**config.mk**
```make
export PLATFORM = sky130hd
export DESIGN_NAME = cnod_device_flat
export DESIGN_NICKNAME = d
export VERILOG_FILES = /design/src/logic/cnod_pkg.sv /design/src/logic/cnod_if.sv /design/src/logic/cnod_bit_timer.sv /design/src/logic/cnod_device.sv /design/src/flat_wrapper.sv
export SDC_FILE = /design/constraint.sdc
export NUM_CORES = 1
export LEC_CHECK = 0
export BUFFER_PORTS_ARGS = -buffer_cell sky130_fd_sc_hd__buf_2
export CAP_MARGIN = 5
export CORE_ASPECT_RATIO = 0.5
export CORE_UTILIZATION = 40
export CTS_CLUSTER_DIAMETER = 100
export DETAILED_ROUTE_END_ITERATION = 12
export PLACE_DENSITY_LB_ADDON = 0.08
export SLEW_MARGIN = 20
export SYNTH_ARGS = -nofsm -noshare
export SYNTH_HDL_FRONTEND = slang
export SYNTH_SLANG_ARGS = --single-unit
```
**constraint.sdc**
```tcl
create_clock -name ref_clk -period 13.5 [get_ports ref_clk]
set_clock_uncertainty 0.1 [all_clocks]
set_input_delay 2.025 -clock ref_clk [delete_from_list [all_inputs] [get_ports ref_clk]]
set_output_delay 2.025 -clock ref_clk [all_outputs]
set_load 0.005 [all_outputs]
```
**src/logic/cnod_pkg.sv**
```systemverilog
// Shared constants, frame type and state codes for the CANopen node link.
package cnod_pkg;
	// System clock and bit timing.
	localparam int CLK_HZ = 200000000;
	localparam int TQ_PER_BIT = 16;
	localparam logic [3:0] SAMPLE_TQ = 4'hC;
	localparam logic [3:0] LAST_TQ = 4'hF;
	localparam logic [7:0] FRAME_BITS = 8'h80;
	// Rate codes; 3'h7 stands for no valid rate.
	localparam logic [2:0] RATE_500K = 3'h0;
	localparam logic [2:0] RATE_250K = 3'h1;
	localparam logic [2:0] RATE_125K = 3'h2;
	localparam logic [2:0] RATE_100K = 3'h3;
	localparam logic [2:0] RATE_50K = 3'h4;
	localparam logic [2:0] RATE_20K = 3'h5;
	localparam logic [2:0] RATE_10K = 3'h6;
	localparam logic [2:0] RATE_DEF = RATE_125K;
	// Clocks per time quantum for each rate.
	localparam logic [11:0] PRE_500K = 12'(CLK_HZ / (500000 * TQ_PER_BIT));
	localparam logic [11:0] PRE_250K = 12'(CLK_HZ / (250000 * TQ_PER_BIT));
	localparam logic [11:0] PRE_125K = 12'(CLK_HZ / (125000 * TQ_PER_BIT));
	localparam logic [11:0] PRE_100K = 12'(CLK_HZ / (100000 * TQ_PER_BIT));
	localparam logic [11:0] PRE_50K = 12'(CLK_HZ / (50000 * TQ_PER_BIT));
	localparam logic [11:0] PRE_20K = 12'(CLK_HZ / (20000 * TQ_PER_BIT));
	localparam logic [11:0] PRE_10K = 12'(CLK_HZ / (10000 * TQ_PER_BIT));
	// Times and the cycle counts derived from them.
	localparam int BOOT_MAX_S = 5;
	localparam int BOOT_DLY_US = 100;
	localparam int BOOT_CYC = BOOT_DLY_US * (CLK_HZ / 1000000);
	localparam int SDO_MAX_MS = 150;
	localparam int SDO_TYP_MS = 10;
	localparam int MS_CYC = CLK_HZ / 1000;
	localparam int SDO_MAX_CYC = SDO_MAX_MS * MS_CYC;
	// Frame on the link; byte 0 of the data field is data[7:0].
	typedef struct packed {
		logic [28:0] id;
		logic ide;
		logic [3:0] dlc;
		logic [63:0] data;
	} cnod_frame_s;
	// Function codes of the predefined connection set.
	localparam logic [10:0] COB_NMT = 11'h000;
	localparam logic [10:0] COB_SYNC = 11'h080;
	localparam logic [10:0] COB_TPDO = 11'h180;
	localparam logic [10:0] COB_SDO_TX = 11'h580;
	localparam logic [10:0] COB_SDO_RX = 11'h600;
	localparam logic [10:0] COB_HB = 11'h700;
	localparam logic [3:0] DLC_NMT = 4'h2;
	localparam logic [3:0] DLC_SDO = 4'h8;
	localparam logic [3:0] DLC_HB = 4'h1;
	localparam logic [3:0] DLC_PDO = 4'h4;
	// Network management commands and the heartbeat state bytes.
	localparam logic [7:0] NMT_START = 8'h01;
	localparam logic [7:0] NMT_STOP = 8'h02;
	localparam logic [7:0] NMT_PREOP = 8'h80;
	localparam logic [7:0] NMT_RST_NODE = 8'h81;
	localparam logic [7:0] NMT_RST_COMM = 8'h82;
	localparam logic [7:0] HB_BOOT = 8'h00;
	localparam logic [7:0] HB_STOP = 8'h04;
	localparam logic [7:0] HB_OPER = 8'h05;
	localparam logic [7:0] HB_PREOP = 8'h7F;
	typedef enum logic [3:0] {
		NS_INIT = 4'h1,
		NS_PREOP = 4'h2,
		NS_OPER = 4'h4,
		NS_STOP = 4'h8
	} cnod_nmt_e;
	// SDO command bytes and abort codes.
	localparam logic [7:0] SDO_RD_REQ = 8'h40;
	localparam logic [2:0] SDO_WR_CCS = 3'h1;
	localparam logic [7:0] SDO_RD_RSP = 8'h43;
	localparam logic [7:0] SDO_WR_RSP = 8'h60;
	localparam logic [7:0] SDO_ABORT = 8'h80;
	localparam logic [31:0] ABT_TIMEOUT = 32'h05040000;
	localparam logic [31:0] ABT_CMD = 32'h05040001;
	localparam logic [31:0] ABT_RO = 32'h06010002;
	localparam logic [31:0] ABT_NO_OBJ = 32'h06020000;
	localparam logic [31:0] ABT_RANGE = 32'h06090030;
	// Dictionary areas and objects.
	localparam logic [15:0] IDX_TYPE_LO = 16'h0001;
	localparam logic [15:0] IDX_STD_HI = 16'h001F;
	localparam logic [15:0] IDX_TYPE_HI = 16'h009F;
	localparam logic [15:0] IDX_COMM_LO = 16'h1000;
	localparam logic [15:0] IDX_COMM_HI = 16'h1FFF;
	localparam logic [15:0] IDX_MFR_LO = 16'h2000;
	localparam logic [15:0] IDX_MFR_HI = 16'h5FFF;
	localparam logic [15:0] IDX_PROF_LO = 16'h6000;
	localparam logic [15:0] IDX_PROF_HI = 16'h9FFF;
	localparam logic [15:0] OD_DEVTYPE = 16'h1000;
	localparam logic [15:0] OD_ERRREG = 16'h1001;
	localparam logic [15:0] OD_HBT = 16'h1017;
	localparam logic [15:0] OD_IDENT = 16'h1018;
	localparam logic [15:0] OD_RATE = 16'h2000;
	localparam logic [15:0] OD_VALUE = 16'h6000;
	localparam logic [7:0] IDENT_SUBS = 8'h04;
endpackage

```
**src/logic/cnod_if.sv**
```systemverilog
// Frame-level link between the CANopen master end and the node end.
`timescale 1ns/1ps
interface cnod_if;
	logic h2d_valid;
	logic h2d_ready;
	cnod_pkg::cnod_frame_s h2d_frame;
	logic d2h_valid;
	logic d2h_ready;
	cnod_pkg::cnod_frame_s d2h_frame;
	modport dev (
		input h2d_valid,
		input h2d_frame,
		input d2h_ready,
		output h2d_ready,
		output d2h_valid,
		output d2h_frame
	);
	modport host (
		output h2d_valid,
		output h2d_frame,
		output d2h_ready,
		input h2d_ready,
		input d2h_valid,
		input d2h_frame
	);
endinterface

```
**src/logic/cnod_bit_timer.sv**
```systemverilog
// Bit timer: prescaler to time quanta and a sample-point tick per bit.
`timescale 1ns/1ps
module cnod_bit_timer (
	input wire logic ref_clk,
	input wire logic rst,
	input wire logic [2:0] rate,
	output logic sample_tick
);
	import cnod_pkg::*;
	logic [11:0] pre_q;
	logic [3:0] tq_q;
	logic [11:0] presc;
	logic rate_ok;
	logic tq_end;

	// Prescale per rate; unsupported codes stop the timer.
	assign presc = (rate == RATE_500K) ? PRE_500K :
		(rate == RATE_250K) ? PRE_250K :
		(rate == RATE_125K) ? PRE_125K :
		(rate == RATE_100K) ? PRE_100K :
		(rate == RATE_50K) ? PRE_50K :
		(rate == RATE_20K) ? PRE_20K : PRE_10K;
	assign rate_ok = (rate <= RATE_10K); // RQ3
	assign tq_end = rate_ok && (pre_q == presc - 12'h001); // RQ21

	// Count quanta within a bit and mark the sample point.
	always_ff @(posedge ref_clk) begin
		if (rst || !rate_ok) begin
			pre_q <= 12'h000;
			tq_q <= 4'h0;
			sample_tick <= 1'b0;
		end else begin
			pre_q <= tq_end ? 12'h000 : pre_q + 12'h001;
			tq_q <= tq_end ? ((tq_q == LAST_TQ) ? 4'h0 : tq_q + 4'h1) : tq_q;
			sample_tick <= tq_end && (tq_q == SAMPLE_TQ); // RQ21
		end
	end
endmodule

```
**src/logic/cnod_device.sv**
```systemverilog
// CANopen node end: NMT states, SDO server, sync PDO and heartbeat.
// Functional notes
// RQ1 - Frames follow CAN 2.0B, extended format carried.
// RQ2 - Rates 500 down to 10 kbit/s selectable.
// RQ3 - No 1 Mbit/s or 800 kbit/s rate.
// RQ4 - SDO answer within 150 ms.
// RQ5 - SDO answer typically under 10 ms.
// RQ6 - Objects selected by 16-bit index.
// RQ7 - Elements selected by 8-bit sub-index.
// RQ8 - Communication objects at 1000 to 1FFF.
// RQ9 - Maker objects at 2000 to 5FFF.
// RQ10 - Profile objects 6000 to 9FFF, rest reserved.
// RQ11 - Data type definitions at 0001 to 009F.
// RQ12 - Boot-up frame within 5 s of power.
// RQ13 - Pre-operational: only heartbeat sent spontaneously.
// RQ14 - Written communication parameters saved automatically.
// RQ15 - Start command honoured broadcast or addressed.
// RQ16 - Serve SDO reads and writes.
// RQ17 - Services gated by network state.
// RQ18 - SDO server only, never a client.
// RQ19 - SDO answers use 0x580 plus node.
// RQ20 - SDO requests arrive on 0x600 plus node.
// RQ21 - Prescaled bit timing, rate kept over reset.
// RQ22 - Init, boot-up, then command-driven states.
`timescale 1ns/1ps
module cnod_device #(
	parameter int BOOT_CYCLES = cnod_pkg::BOOT_CYC,
	parameter int MS_CYCLES = cnod_pkg::MS_CYC,
	// Bit times the bus stays busy after each frame.
	parameter logic [7:0] GAP_BITS = cnod_pkg::FRAME_BITS,
	parameter logic [31:0] DEV_TYPE = 32'h00000000,
	// Identity values below are arbitrary.
	parameter logic [31:0] VENDOR_ID = 32'h00000ABC,
	parameter logic [31:0] PRODUCT_ID = 32'h00000001,
	parameter logic [31:0] REVISION_ID = 32'h00000001,
	parameter logic [31:0] SERIAL_NO = 32'h00000001
) (
	input wire logic ref_clk,
	input wire logic rst,
	cnod_if.dev link,
	input wire logic [6:0] node_id,
	input wire logic [2:0] nv_rate_in,
	input wire logic [15:0] nv_hbt_in,
	input wire logic [31:0] sensor_val,
	output logic nv_save,
	output logic [2:0] nv_rate_out,
	output logic [15:0] nv_hbt_out,
	output cnod_pkg::cnod_nmt_e nmt_state,
	output logic sample_tick
);
	import cnod_pkg::*;
	cnod_nmt_e nmt_q;
	cnod_nmt_e nmt_d;
	cnod_frame_s rf;
	cnod_frame_s sdo_rsp_q;
	cnod_frame_s tx_q;
	logic tx_v_q;
	logic load_q;
	logic [2:0] rate_q;
	logic [15:0] hbt_q;
	logic [31:0] boot_cnt_q;
	logic [31:0] ms_cnt_q;
	logic [15:0] hb_cnt_q;
	logic [7:0] gap_q;
	logic boot_pend_q;
	logic sdo_pend_q;
	logic pdo_pend_q;
	logic hb_pend_q;
	logic [31:0] pdo_val_q;

	assign nmt_state = nmt_q;
	assign nv_rate_out = rate_q;
	assign nv_hbt_out = hbt_q;
	assign link.d2h_valid = tx_v_q;
	assign link.d2h_frame = tx_q;

	// Bit timing runs from the stored rate code.
	cnod_bit_timer u_timer (
		.ref_clk(ref_clk),
		.rst(rst),
		.rate(rate_q),
		.sample_tick(sample_tick)
	);

	// Receive decode; frames are taken only while no SDO answer or PDO waits.
	logic rx_take;
	logic [10:0] rid;
	logic st_init;
	logic st_preop;
	logic st_oper;
	logic sdo_ok;
	logic is_nmt;
	logic is_sync;
	logic is_sdo;
	logic nmt_me;
	assign rf = link.h2d_frame;
	assign link.h2d_ready = !sdo_pend_q && !pdo_pend_q;
	assign rx_take = link.h2d_valid && link.h2d_ready;
	assign rid = rf.id[10:0];
	assign st_init = (nmt_q == NS_INIT);
	assign st_preop = (nmt_q == NS_PREOP);
	assign st_oper = (nmt_q == NS_OPER);
	assign sdo_ok = st_preop || st_oper; // RQ17
	assign is_nmt = rx_take && !rf.ide && (rid == COB_NMT) && !st_init; // RQ17
	assign is_sync = rx_take && !rf.ide && (rid == COB_SYNC) && sdo_ok; // RQ17
	assign is_sdo = rx_take && !rf.ide && sdo_ok && (rf.dlc == DLC_SDO)
		&& (rid == COB_SDO_RX + {4'h0, node_id}); // RQ20
	assign nmt_me = (rf.data[15:8] == 8'h00) ||
		(rf.data[15:8] == {1'b0, node_id}); // RQ15

	// SDO request fields and dictionary area decode.
	logic [7:0] cmd;
	logic [15:0] idx;
	logic [7:0] sub;
	logic [31:0] wdat;
	logic is_rd;
	logic is_wr;
	logic in_type;
	logic in_comm;
	logic in_mfr;
	logic in_prof;
	assign cmd = rf.data[7:0];
	assign idx = rf.data[23:8]; // RQ6
	assign sub = rf.data[31:24]; // RQ7
	assign wdat = rf.data[63:32];
	assign is_rd = (cmd == SDO_RD_REQ); // RQ16
	assign is_wr = (cmd[7:5] == SDO_WR_CCS); // RQ16
	assign in_type = (idx >= IDX_TYPE_LO) && (idx <= IDX_TYPE_HI); // RQ11
	assign in_comm = (idx >= IDX_COMM_LO) && (idx <= IDX_COMM_HI); // RQ8
	assign in_mfr = (idx >= IDX_MFR_LO) && (idx <= IDX_MFR_HI); // RQ9
	assign in_prof = (idx >= IDX_PROF_LO) && (idx <= IDX_PROF_HI); // RQ10

	// Object hits; anything outside the areas is reserved and absent.
	logic hit_dev;
	logic hit_err;
	logic hit_hbt;
	logic hit_id;
	logic hit_rate;
	logic hit_val;
	logic hit_any;
	logic hit_rw;
	logic bad_rate;
	assign hit_dev = in_comm && (idx == OD_DEVTYPE) && (sub == 8'h00); // RQ8
	assign hit_err = in_comm && (idx == OD_ERRREG) && (sub == 8'h00); // RQ8
	assign hit_hbt = in_comm && (idx == OD_HBT) && (sub == 8'h00); // RQ8
	assign hit_id = in_comm && (idx == OD_IDENT) && (sub <= IDENT_SUBS);
	assign hit_rate = in_mfr && (idx == OD_RATE) && (sub == 8'h00); // RQ9
	assign hit_val = in_prof && (idx == OD_VALUE) && (sub == 8'h00); // RQ10
	assign hit_any = hit_dev || hit_err || hit_hbt || hit_id || hit_rate
		|| hit_val || in_type; // RQ10
	assign hit_rw = hit_hbt || hit_rate;
	assign bad_rate = hit_rate && (wdat[31:3] != 29'h0 || wdat[2:0] > RATE_10K);

	// Read value and abort code selection.
	logic [31:0] id_val;
	logic [31:0] rd_val;
	logic [31:0] abt;
	logic do_abt;
	logic do_wr;
	assign id_val = (sub == 8'h00) ? {24'h0, IDENT_SUBS} :
		(sub == 8'h01) ? VENDOR_ID : (sub == 8'h02) ? PRODUCT_ID :
		(sub == 8'h03) ? REVISION_ID : SERIAL_NO;
	assign rd_val = hit_dev ? DEV_TYPE : hit_hbt ? {16'h0, hbt_q} :
		hit_id ? id_val : hit_rate ? {29'h0, rate_q} :
		hit_val ? sensor_val : 32'h0; // RQ16
	assign abt = (!is_rd && !is_wr) ? ABT_CMD : !hit_any ? ABT_NO_OBJ :
		(is_wr && !hit_rw) ? ABT_RO : ABT_RANGE;
	assign do_abt = !(is_rd || is_wr) || !hit_any ||
		(is_wr && (!hit_rw || bad_rate));
	assign do_wr = is_sdo && is_wr && !do_abt;

	// The answer is built in the cycle the request is taken; it goes out once
	// any frame in flight and the GAP_BITS gap after it are done, inside the worst bound.
	always_ff @(posedge ref_clk) begin
		if (is_sdo) begin // RQ4 RQ5
			sdo_rsp_q.id <= {18'h0, COB_SDO_TX + {4'h0, node_id}}; // RQ19
			sdo_rsp_q.ide <= 1'b0;
			sdo_rsp_q.dlc <= DLC_SDO;
			sdo_rsp_q.data <= do_abt ? {abt, sub, idx, SDO_ABORT} :
				is_rd ? {rd_val, sub, idx, SDO_RD_RSP} :
				{32'h0, sub, idx, SDO_WR_RSP};
		end
	end

	// Stored parameters: defaults at reset, then restored from storage
	// one cycle after release; every accepted write is saved at once.
	always_ff @(posedge ref_clk) begin
		if (rst) begin
			load_q <= 1'b1;
			rate_q <= RATE_DEF;
			hbt_q <= 16'h0000;
			nv_save <= 1'b0;
		end else begin
			load_q <= 1'b0;
			nv_save <= do_wr; // RQ14
			if (load_q) begin
				rate_q <= (nv_rate_in <= RATE_10K) ? nv_rate_in : RATE_DEF; // RQ21
				hbt_q <= nv_hbt_in;
			end else if (do_wr && hit_rate) begin
				rate_q <= wdat[2:0]; // RQ2
			end else if (do_wr && hit_hbt) begin
				hbt_q <= wdat[15:0];
			end
		end
	end

	// Network state: commands act only after initialization.
	always_comb begin
		nmt_d = nmt_q;
		if (st_init && boot_pend_q && !tx_v_q && gap_q == 8'h00) begin
			nmt_d = NS_PREOP; // RQ22
		end else if (is_nmt && nmt_me) begin
			case (rf.data[7:0])
				NMT_START: nmt_d = NS_OPER; // RQ15
				NMT_STOP: nmt_d = NS_STOP;
				NMT_PREOP: nmt_d = NS_PREOP;
				NMT_RST_NODE: nmt_d = NS_INIT;
				NMT_RST_COMM: nmt_d = NS_INIT;
				default: nmt_d = nmt_q;
			endcase
		end
	end

	// Transmit load, by priority: SDO answer, PDO, boot-up, heartbeat.
	logic tx_free;
	logic ld_sdo;
	logic ld_pdo;
	logic ld_hb;
	logic ld_boot;
	logic hb_fire;
	logic boot_fire;
	logic [7:0] hb_byte;
	assign tx_free = !tx_v_q && (gap_q == 8'h00);
	assign ld_sdo = tx_free && sdo_pend_q;
	assign ld_pdo = tx_free && !sdo_pend_q && pdo_pend_q && st_oper; // RQ17
	assign ld_hb = tx_free && !sdo_pend_q && !pdo_pend_q && hb_pend_q;
	assign ld_boot = tx_free && st_init && boot_pend_q; // RQ17
	assign hb_fire = !st_init && (hbt_q != 16'h0000) && (hb_cnt_q >= hbt_q)
		&& (ms_cnt_q == 32'(MS_CYCLES - 1)); // RQ13
	assign boot_fire = st_init && (boot_cnt_q == 32'(BOOT_CYCLES - 1));
	assign hb_byte = st_oper ? HB_OPER : st_preop ? HB_PREOP : HB_STOP;

	// Pending flags: a new event wins over the clear in the same cycle.
	always_ff @(posedge ref_clk) begin
		if (rst) begin
			nmt_q <= NS_INIT;
			boot_pend_q <= 1'b0;
			sdo_pend_q <= 1'b0;
			pdo_pend_q <= 1'b0;
			hb_pend_q <= 1'b0;
			pdo_val_q <= 32'h0;
		end else begin
			nmt_q <= nmt_d;
			boot_pend_q <= boot_fire || (boot_pend_q && st_init && !ld_boot);
			sdo_pend_q <= is_sdo || (sdo_pend_q && !ld_sdo); // RQ18
			pdo_pend_q <= (is_sync && st_oper) ||
				(pdo_pend_q && st_oper && !ld_pdo); // RQ17
			hb_pend_q <= hb_fire || (hb_pend_q && !ld_hb && !st_init); // RQ13
			if (is_sync && st_oper) begin
				pdo_val_q <= sensor_val;
			end
		end
	end

	// Boot delay, millisecond base and heartbeat interval counters.
	always_ff @(posedge ref_clk) begin
		if (rst || !st_init) begin
			boot_cnt_q <= 32'h0;
		end else if (!boot_pend_q && !boot_fire) begin
			boot_cnt_q <= boot_cnt_q + 32'h1; // RQ12
		end
	end
	always_ff @(posedge ref_clk) begin
		if (rst || st_init) begin
			ms_cnt_q <= 32'h0;
			hb_cnt_q <= 16'h0001;
		end else if (ms_cnt_q == 32'(MS_CYCLES - 1)) begin
			ms_cnt_q <= 32'h0;
			hb_cnt_q <= hb_fire ? 16'h0001 : hb_cnt_q + 16'h0001;
		end else begin
			ms_cnt_q <= ms_cnt_q + 32'h1;
		end
	end

	// Output frame register; after each frame the bus is held busy for
	// GAP_BITS bit times at the selected rate (a frame's worth by default).
	always_ff @(posedge ref_clk) begin
		if (rst) begin
			tx_v_q <= 1'b0;
			tx_q <= '0;
			gap_q <= 8'h00;
		end else if (tx_v_q) begin
			if (link.d2h_ready) begin
				tx_v_q <= 1'b0;
				gap_q <= GAP_BITS; // RQ21
			end
		end else if (gap_q != 8'h00) begin
			gap_q <= sample_tick ? gap_q - 8'h01 : gap_q;
		end else if (ld_sdo || ld_pdo || ld_hb || ld_boot) begin
			tx_v_q <= 1'b1;
			tx_q.ide <= 1'b0; // RQ1
			if (ld_sdo) begin
				tx_q <= sdo_rsp_q;
			end else if (ld_pdo) begin
				tx_q.id <= {18'h0, COB_TPDO + {4'h0, node_id}};
				tx_q.dlc <= DLC_PDO;
				tx_q.data <= {32'h0, pdo_val_q};
			end else begin
				tx_q.id <= {18'h0, COB_HB + {4'h0, node_id}}; // RQ12
				tx_q.dlc <= DLC_HB;
				tx_q.data <= {56'h0, ld_boot ? HB_BOOT : hb_byte};
			end
		end
	end
endmodule

```
**src/flat_wrapper.sv**
```systemverilog
// flat-port wrapper written by rule: the top's interface ports become plain ports
module cnod_device_flat import cnod_pkg::*;
#(
	parameter int BOOT_CYCLES = cnod_pkg::BOOT_CYC,
	parameter int MS_CYCLES = cnod_pkg::MS_CYC,
	                                                 
	parameter logic [7:0] GAP_BITS = cnod_pkg::FRAME_BITS,
	parameter logic [31:0] DEV_TYPE = 32'h00000000,
	                                       
	parameter logic [31:0] VENDOR_ID = 32'h00000ABC,
	parameter logic [31:0] PRODUCT_ID = 32'h00000001,
	parameter logic [31:0] REVISION_ID = 32'h00000001,
	parameter logic [31:0] SERIAL_NO = 32'h00000001
)
  (ref_clk, rst, node_id, nv_rate_in, nv_hbt_in, sensor_val, nv_save, nv_rate_out, nv_hbt_out, nmt_state, sample_tick, link_h2d_valid, link_h2d_frame, link_d2h_ready, link_h2d_ready, link_d2h_valid, link_d2h_frame);
  cnod_if link_i ();
  input wire logic ref_clk;
  input wire logic rst;
  input wire logic [6:0] node_id;
  input wire logic [2:0] nv_rate_in;
  input wire logic [15:0] nv_hbt_in;
  input wire logic [31:0] sensor_val;
  output logic nv_save;
  output logic [2:0] nv_rate_out;
  output logic [15:0] nv_hbt_out;
  output cnod_pkg::cnod_nmt_e nmt_state;
  output logic sample_tick;
  input wire logic [$bits(link_i.h2d_valid)-1:0] link_h2d_valid;
  input wire logic [$bits(link_i.h2d_frame)-1:0] link_h2d_frame;
  input wire logic [$bits(link_i.d2h_ready)-1:0] link_d2h_ready;
  output wire logic [$bits(link_i.h2d_ready)-1:0] link_h2d_ready;
  output wire logic [$bits(link_i.d2h_valid)-1:0] link_d2h_valid;
  output wire logic [$bits(link_i.d2h_frame)-1:0] link_d2h_frame;
  assign link_i.h2d_valid = link_h2d_valid;
  assign link_i.h2d_frame = link_h2d_frame;
  assign link_i.d2h_ready = link_d2h_ready;
  assign link_h2d_ready = link_i.h2d_ready;
  assign link_d2h_valid = link_i.d2h_valid;
  assign link_d2h_frame = link_i.d2h_frame;
  cnod_device #(.BOOT_CYCLES(BOOT_CYCLES), .MS_CYCLES(MS_CYCLES), .GAP_BITS(GAP_BITS), .DEV_TYPE(DEV_TYPE), .VENDOR_ID(VENDOR_ID), .PRODUCT_ID(PRODUCT_ID), .REVISION_ID(REVISION_ID), .SERIAL_NO(SERIAL_NO)) u_core (.ref_clk(ref_clk), .rst(rst), .link(link_i), .node_id(node_id), .nv_rate_in(nv_rate_in), .nv_hbt_in(nv_hbt_in), .sensor_val(sensor_val), .nv_save(nv_save), .nv_rate_out(nv_rate_out), .nv_hbt_out(nv_hbt_out), .nmt_state(nmt_state), .sample_tick(sample_tick));
endmodule
```
==> impl_metrics.py, run 1 <==
metrics = {
    "synthesis": {
        "synth_top_flop_cell": "dfxtp_1",
        "ys_types": 78,
        "synth_area_per_cell_um2": 9.189,
        "asyncSetResetFlopFracSynth": 0,
        "synth_warnings": 0,
        "synth_edf_count": 67,
        "synth_area_mm2": 0.01421,
        "synthCells": 1546,
        "yosysSeqAreaShare": 0.4855,
        "ys_ff_latch": 311,
    },
    "pwr": {
        "p_leak_nw": 6.393,
        "irDropWorstVdd_uv": 63.10,
        "powerDensity_mw_per_mm2": 113.8,
    },
    "setup_path": {
        "worstSetupPathType": "in -> reg",
        "slowest_stage": "and4_1",
        "cp_cell_sequence": "buf_2, or4_4, nor3_2, and4_1, a211oi_2, or2_1, a22o_1",
        "critPathCaptureType": "register",
        "worstPathArrival_ns": 4.73,
        "cp_slowest_stage_delay_ns": 0.80,
        "cp.required_ns": 13.72,
        "cp_max_fo": 19,
        "crit_buf_inv": 1,
        "crit_family": "simple AND/OR/NAND/NOR gates",
        "crit_path_start_kind": "input pin",
    },
    "cts": {
        "worst_skew_pair.late_latency_ns": 0.58,
        "clock_sinks": 311,
        "cts_resized": 0,
        "cts_buffer_depth": 3,
        "cts-root-buf": "clkbuf_16",
        "cts_tree": "built",
        "clk_pin_slew_worst_paths_ns": 0.07,
        "cts_hold_buf": 0,
        "postCtsSetupBuffers": 0,
        "cts.htree.levels": 1,
        "cts_inserted_buffers": 30,
    },
    "global_routing": {
        "first_global_vias": 11470,
        "track_usage": 0.2143,
        "grt_start_max_net_pins": 98,
        "grt_overflow_total": 0,
        "grt_first_pass_wirelength_um": 62280,
        "antenna_found_initial": 2,
    },
    "placed_design": {
        "io_buffers": 246,
        "dp_hpwl_um": 28290,
        "placedCellCount": 2200,
        "gp_congestion": 0.9207,
    },
    "job": {
        "max_cap_violations": 0,
    },
    "layout": {
        "final_util": 0.4831,
        "nNetsFinal": 1941,
        "fin_cells": 2258,
        "area_delta_synth_final_pct": 18.05,
        "drive_above_1_share": 0.1903,
    },
    "timing": {
        "fmax_ghz": 0.2220,
        "min_period_ns": 4.505,
        "finalSetupViolations": 0,
        "tns_ns": 0,
        "worst_slew_pin_slew_ns": 1.055,
        "period_share": 0.3337,
        "hold_viol": 0,
        "rsz0062_at_grt": "no",
        "timing.hold.ws_ns": 0.3532,
        "drv_slew": 0,
        "relSlewSlack": 0.2968,
    },
    "outcome": {
        "status": "finished, final reports clean",
    },
    "die": {
        "io_pins": 285,
        "dieHeight_um": 135.3,
        "start_util": 0.4092,
        "dieWidth_um": 268.5,
        "core_mm2": 0.03471,
        "row_count": 48,
        "dieArea_mm2": 0.03632,
    },
    "route": {
        "wl_um": 40190,
        "drt_iter0_drc": 798,
        "via_per_inst": 5.338,
        "vias": 12050,
        "ant_nets": 0,
        "avgRoutedWirePerCell_um": 17.80,
        "drcViolationCount": 0,
        "dr.pass1.iters": 5,
    },
    "min_path": {
        "min_path_type": "reg -> reg",
    },
}
[power breakdown]
group	switching [mW]	total [mW]	internal, mW
Clock	0.375	0.852	0.477
Combinational	0.0525	0.0908	0.0383
Sequential	0.0140	0.967	0.953
Total	0.441	1.91	1.47
[layout by cell type, fill, tap and decap left out, types with 30 or more instances in the layout]
cell / synthesis / final
nand2_1: 170 / 170
nand4_1: 31 / 31
a211oi_1: 36 / 36
nor2_1: 187 / 186
xor2_1: 41 / 41
a21oi_1: 100 / 100
nand3_1: 45 / 44
nor3_1: 37 / 36
a22oi_1: 66 / 66
dfxtp_1: 244 / 244
buf_2: 15 / 245
edfxtp_1: 67 / 67
inv_1: 46 / 46
clkbuf_16: 0 / 30
nor4_1: 33 / 33
xnor2_1: 56 / 56
[synth_stat cells (21+ instances only)]
library cell  number  area, µm²
nand3_1           45      225.2
a21oi_1          100      500.5
inv_1             46      172.7
dfxtp_1          244       4885
nand2_1          170      638.1
and3_1            28      175.2
mux2i_1           28      280.3
nor4_1            33      206.5
nor3_1            37      185.2
xnor2_1           56      490.5
buf_4             21      157.7
nor2_1           187      701.9
edfxtp_1          67       2012
clkbuf_1          57      214.0
a211oi_1          36      270.3
xor2_1            41      359.1
nand4_1           31      193.9
ha_1              24      300.3
a22oi_1           66      495.5
[state kept, by name, summed over array words and instances, names as in the netlist, 3 cells and up]
signal	count
u_core.link.d2h_frame	77
u_core.sdo_rsp_q	67
u_core.boot_cnt_q	32
u_core.ms_cnt_q	32
u_core.pdo_val_q	32
u_core.hb_cnt_q	16
u_core.nv_hbt_out	16
u_core.u_timer.pre_q	12
u_core.gap_q	8
u_core.nmt_state	4
u_core.u_timer.tq_q	4
u_core.nv_rate_out	3
[final timing paths]
path	startpoint	end	depth (start not counted)	slack [ns]
worst max register to register	u_core.gap_q[0]$_SDFFE_PP0P_	u_core.link.d2h_frame[72]$_SDFFE_PP0P_	8	9.99
worst max-delay path	link_h2d_frame[11]	u_core.sdo_rsp_q[57]$_DFFE_PP_	7	9.00
worst min-delay path	u_core.pdo_val_q[24]$_SDFFE_PP0P_	u_core.pdo_val_q[24]$_SDFFE_PP0P_	2	0.35
worst min register to register	u_core.pdo_val_q[24]$_SDFFE_PP0P_	u_core.pdo_val_q[24]$_SDFFE_PP0P_	2	0.35
[per-layer routing]
layer | share of wire | vias to the layer above | global-route usage
met3 | 0.042 | 46 | 0.03090
met4 | 0.016 | 0 | 0.04735
met5 | 0 | - | 0
met2 | 0.48 | 242 | 0.3611
li1 | - | 5937 | -
met1 | 0.46 | 5828 | 0.2911
[metrics by stage]
stage | total power, mW | worst slack [ns] | instance area (µm²)
global route | 1.979 | 8.873 | 16770
detailed placement | 1.078 | 8.458 | 15770
finish | 1.909 | 8.995 | 16770
CTS | 1.931 | 9.061 | 16760
floorplan | 1.031 | 2.962 | 14280
global placement | 1.076 | 8.475 | 15750
[kinds of logic (layout without fill, tap and decap cells)]
| logic type | Yosys count | count (layout) | synth area share |
|---|---|---|---|
| buf+inv | 149 | 365 | 0.04730 |
| other cells | 1 | 22 | 0.0002640 |
| fa+ha+maj | 24 | 24 | 0.02114 |
| simple gates | 638 | 638 | 0.2249 |
| flops | 311 | 311 | 0.4855 |
| xor+xnor | 97 | 97 | 0.05980 |
| compound gates | 297 | 297 | 0.1407 |
| mux | 29 | 29 | 0.02052 |
[worst register-to-register path, cell delays in order (launching register included)]
cell and delay, ns:
dfxtp_1 0.32, inv_1 0.11, ha_1 0.20, nor3b_1 0.31, nand3_1 0.59, nor2_4 0.76
buf_4 0.58, nand2_1 0.14, a311oi_1 0.29
[layout make-up]
class / instances / area, µm²
sequential: 311 / 6897
antenna: 2 / 5.005
clock buffer: 34 / 785.8
timing repair buffer: 262 / 1361
clock inverter: 22 / 205.2
multi-input combinational: 1105 / 6745
tap: 475 / 594.3
inverter: 47 / 176.4
fill: 3431 / 17940
Power figures use the tool's default switching activity.
==> inputs of run 2 (changes only) <==
==> constraint.sdc (replaced) <==
create_clock -name ref_clk -period 4.47 [get_ports ref_clk]
set_clock_uncertainty 0.1 [all_clocks]
set_input_delay 0.6705 -clock ref_clk [delete_from_list [all_inputs] [get_ports ref_clk]]
set_output_delay 0.6705 -clock ref_clk [all_outputs]
set_load 0.005 [all_outputs]
==> impl_metrics.py, run 2 (synthesis gave the netlist of run 1 again) <==
metrics = {
    "pwr": {
        "p_leak_nw": 6.299,
        "irDropWorstVdd_uv": 203.3,
        "powerDensity_mw_per_mm2": 342.1,
        "finalPower_mw": 5.746,
    },
    "placed_design": {
        "io_buffers": 246,
        "dpl_cell_area_mm2": 0.01581,
        "gp_congestion": 0.9380,
        "dp_slack_ns": 0.9199,
        "dp_hpwl_um": 29290,
    },
    "setup_path": {
        "crit_buf_inv": 0,
        "cp_slowest_stage_delay_ns": 0.74,
        "cp_max_fo": 15,
        "worstSetupPathType": "reg -> reg",
        "cp.required_ns": 4.81,
        "path_common_cell": "xnor2_1",
        "critPathLaunch": "u_core.nv_rate_out[0]$_SDFFE_PP0P_",
        "cp_cell_sequence": "nor2b_1, xnor2_1, ha_1, xnor2_1, nor4_1, o21ai_1, a211oi_2, nand2b_1, nor2_1",
        "crit_path_start_kind": "register",
        "crit_family": "simple AND/OR/NAND/NOR gates",
        "worstPathArrival_ns": 3.64,
        "slowest_stage": "dfxtp_1",
        "worstReg2RegStart": "u_core.nv_rate_out[0]$_SDFFE_PP0P_",
        "critPathCaptureType": "register",
    },
    "layout": {
        "final_common_cell": "buf_2",
        "drive_above_1_share": 0.1891,
        "largest_reg_flops": 77,
        "fin_area_mm2": 0.01680,
        "layout_common_cells": "buf_2 (245), dfxtp_1 (244), nor2_1 (186)",
        "nNetsFinal": 1943,
        "area_delta_synth_final_pct": 18.23,
        "nFillCells": 3388,
    },
    "cts": {
        "postCtsSetupBuffers": 0,
        "worst_skew_pair.late_latency_ns": 0.57,
        "clock_sinks": 311,
        "cts_resized": 0,
        "cts_buffer_depth": 3,
        "cts_tree": "built",
        "cts_inserted_buffers": 29,
        "cts_hold_buf": 0,
        "clk_pin_slew_worst_paths_ns": 0.07,
        "cts.htree.levels": 1,
        "cts-root-buf": "clkbuf_16",
    },
    "global_routing": {
        "grt_start_max_net_pins": 85,
        "grt_first_pass_wirelength_um": 62910,
        "grt_overflow_total": 0,
        "antenna_found_initial": 4,
        "track_usage": 0.2185,
        "first_global_vias": 11550,
    },
    "die": {
        "row_count": 48,
        "dieWidth_um": 268.5,
        "io_pins": 285,
        "start_util": 0.4092,
        "dieHeight_um": 135.3,
        "dieArea_mm2": 0.03632,
        "core_mm2": 0.03471,
    },
    "timing": {
        "min_period_ns": 3.293,
        "period_share": 0.7367,
        "relSlewSlack": 0.3617,
        "worst_slew_pin_slew_ns": 0.9574,
        "rsz0062_at_grt": "no",
        "hold_viol": 0,
        "finalSetupViolations": 0,
        "setup_slack_ns": 1.177,
        "tns_ns": 0,
        "drv_slew": 0,
        "fmax_ghz": 0.3037,
    },
    "min_path": {
        "min_path_type": "in -> reg",
        "min_from": "link_h2d_frame[29]",
    },
    "route": {
        "vias": 12280,
        "drt_iter0_drc": 897,
        "dr.pass1.iters": 7,
        "ant_nets": 0,
        "via_per_inst": 5.430,
        "drcViolationCount": 0,
        "wl_um": 40830,
        "avgRoutedWirePerCell_um": 18.06,
    },
    "outcome": {
        "status": "finished, final reports clean",
    },
    "job": {
        "max_cap_violations": 0,
    },
}
-- run 2: power breakdown --
group	leakage, nW	internal (mW)	switching, mW
Combinational	3.31	0.117	0.159
Clock	0.475	1.44	1.11
Sequential	2.52	2.88	0.0421
-- run 2: per-stage QoR --
stage | hold slack, ns | utilization | instances
after CTS | 0.1563 | 0.4836 | 2257
after floorplan | 0.3287 | - | 1565
after global routing | 0.1602 | 0.4839 | 2261
final | 0.1850 | 0.4839 | 2261
after detailed placement | 0.3457 | 0.4556 | 2203
after global placement | 0.3411 | 0.4552 | 2203
-- run 2: cell type report --
class,instances,area (µm²),area share
clock buffers,44,852.1,0.05073
flip-flops and latches,311,6897,0.4106
multi-input cells,1105,6758,0.4023
repair buffers,265,1389,0.08269
well taps,475,594.3,0.03538
inverters,47,176.4,0.01050
clock inverters,10,120.1,0.007151
diodes,4,10.01,0.0005959
-- run 2: worst paths after layout --
kind                            slack (ns)                                  to  cells after the start
worst min-delay path                  0.18      u_core.sdo_rsp_q[29]$_DFFE_PP_                      1
worst max register to register        1.18  u_core.u_timer.pre_q[6]$_SDFF_PP0_                      9
worst max-delay path                  1.18  u_core.u_timer.pre_q[6]$_SDFF_PP0_                      9
worst min register to register        0.36   u_core.pdo_val_q[13]$_SDFFE_PP0P_                      2
-- run 2: routing by layer --
layer  global-route usage  vias to the layer above  part of all wire
met5                    0                        -                 0
met4              0.05587                        0             0.022
met3              0.03653                       57             0.048
met2               0.3741                      282              0.49
met1               0.2862                     5980              0.44
li1                     -                     5958                 -
==> inputs of run 3 (changes only) <==
==> constraint.sdc (replaced) <==
create_clock -name ref_clk -period 3.4 [get_ports ref_clk]
set_clock_uncertainty 0.1 [all_clocks]
set_input_delay 0.51 -clock ref_clk [delete_from_list [all_inputs] [get_ports ref_clk]]
set_output_delay 0.51 -clock ref_clk [all_outputs]
set_load 0.005 [all_outputs]
==> impl_metrics.py, run 3 (synthesis gave the netlist of run 1 again) <==
metrics = {
    "outcome": {
        "status": "finished, final reports clean",
    },
    "route": {
        "drt_iter0_drc": 806,
        "via_per_inst": 5.371,
        "wl_um": 40790,
        "avgRoutedWirePerCell_um": 17.92,
        "vias": 12230,
        "ant_nets": 0,
        "drcViolationCount": 0,
        "dr.pass1.iters": 7,
    },
    "cts": {
        "cts-root-buf": "clkbuf_16",
        "cts_buffer_depth": 3,
        "postCtsSetupBuffers": 0,
        "cts_inserted_buffers": 29,
        "cts.htree.levels": 1,
        "cts_tree": "built",
        "worst_skew_pair.late_latency_ns": 0.57,
        "cts_resized": 0,
        "clock_sinks": 311,
        "cts_hold_buf": 4,
        "clk_pin_slew_worst_paths_ns": 0.07,
    },
    "min_path": {
        "min_path_type": "in -> reg",
    },
    "layout": {
        "layout_common_cells": "buf_2 (245), dfxtp_1 (244), nor2_1 (185)",
        "nFillCells": 3406,
        "nNetsFinal": 1964,
        "fin_cells": 2277,
        "largest_reg_flops": 77,
        "n_antenna_cell": 0,
        "area_delta_synth_final_pct": 19.31,
        "final_common_cell": "buf_2",
        "final_util": 0.4883,
        "drive_above_1_share": 0.1948,
    },
    "placed_design": {
        "placedCellCount": 2220,
        "gp_congestion": 0.9040,
        "dp_hpwl_um": 29210,
        "dp_slack_ns": 0.2553,
        "io_buffers": 246,
    },
    "timing": {
        "relSlewSlack": 0.3837,
        "finalSetupViolations": 0,
        "period_share": 0.8900,
        "fmax_ghz": 0.3305,
        "worst_slew_pin_slew_ns": 0.9188,
        "drv_slew": 0,
        "tns_ns": 0,
        "hold_viol": 0,
        "min_period_ns": 3.026,
        "rsz0062_at_grt": "no",
        "setup_slack_ns": 0.3741,
    },
    "pwr": {
        "p_leak_nw": 6.401,
        "powerDensity_mw_per_mm2": 441.5,
        "irDropWorstVdd_uv": 249.1,
        "finalPower_mw": 7.482,
    },
    "die": {
        "dieArea_mm2": 0.03632,
        "dieHeight_um": 135.3,
        "core_mm2": 0.03471,
        "dieWidth_um": 268.5,
        "start_util": 0.4092,
        "io_pins": 285,
        "row_count": 48,
    },
    "global_routing": {
        "first_global_vias": 11500,
        "track_usage": 0.2176,
        "grt_first_pass_wirelength_um": 62980,
        "grt_overflow_total": 0,
        "grt_start_max_net_pins": 79,
        "antenna_found_initial": 0,
    },
    "setup_path": {
        "critPathCaptureType": "register",
        "cp.required_ns": 3.63,
        "cp_max_fo": 5,
        "worstSetupPathType": "in -> reg",
        "worstPathArrival_ns": 3.26,
        "crit_path_start_kind": "input pin",
    },
    "job": {
        "max_cap_violations": 0,
    },
}
## run 3: cell count changes in the layout (fill, tap and decap cells not counted), sizes merged
cell         before  now
buf             265  282
dlygate4sd3       0    4
clkinvlp          2    0
clkinv            6    7
diode             4    0
## run 3: final cells by class
cell class / count / area (µm²) / share of cell area
Timing Repair Buffer: 286 / 1582 / 0.09331
Sequential cell: 311 / 6897 / 0.4069
Multi-Input combinational cell: 1105 / 6769 / 0.3994
Clock inverter: 9 / 108.9 / 0.006423
Tap cell: 475 / 594.3 / 0.03507
Clock buffer: 44 / 822.0 / 0.04850
Inverter: 47 / 176.4 / 0.01041
## run 3: power breakdown
group | total, mW | internal [mW] | switching (mW)
combinational | 0.381 | 0.161 | 0.220
clock | 3.27 | 1.83 | 1.45
sequential | 3.83 | 3.78 | 0.0489
total | 7.48 | 5.77 | 1.71
## run 3: final timing paths
kind         slack, ns                            endpoint  depth (start not counted)                          startpoint
max               0.37      u_core.sdo_rsp_q[57]$_DFFE_PP_                          8                  link_h2d_frame[29]
min               0.04      u_core.sdo_rsp_q[18]$_DFFE_PP_                          1                  link_h2d_frame[18]
max reg2reg       0.57  u_core.u_timer.pre_q[4]$_SDFF_PP0_                         10  u_core.nv_rate_out[0]$_SDFFE_PP0P_
min reg2reg       0.35   u_core.pdo_val_q[15]$_SDFFE_PP0P_                          2   u_core.pdo_val_q[15]$_SDFFE_PP0P_
## run 3: stage by stage
stage          instance area, µm²  hold WS (ns)
4_1_cts                     16950      0.008655
3_5_place_dp                15980        0.3431
6_report                    16950       0.03750
2_1_floorplan               14320        0.3287
5_1_grt                     16950      0.009549
3_3_place_gp                15980        0.3401
## run 3: critical path, cell delays in order
cell	delay [ns]
dlygate4sd3_1	0.53
buf_2	0.12
or4_1	0.64
nor3_2	0.34
and4_1	0.36
a211oi_2	0.15
or2_1	0.34
a22o_1	0.26
## run 3: routing by layer
metal,vias up,routed length [µm],GRT usage
met2,278,19480,0.3668
met3,46,1773,0.03344
met1,5916,18900,0.2962
met4,0,634,0.04293
li1,5989,-,-
met5,-,0,0
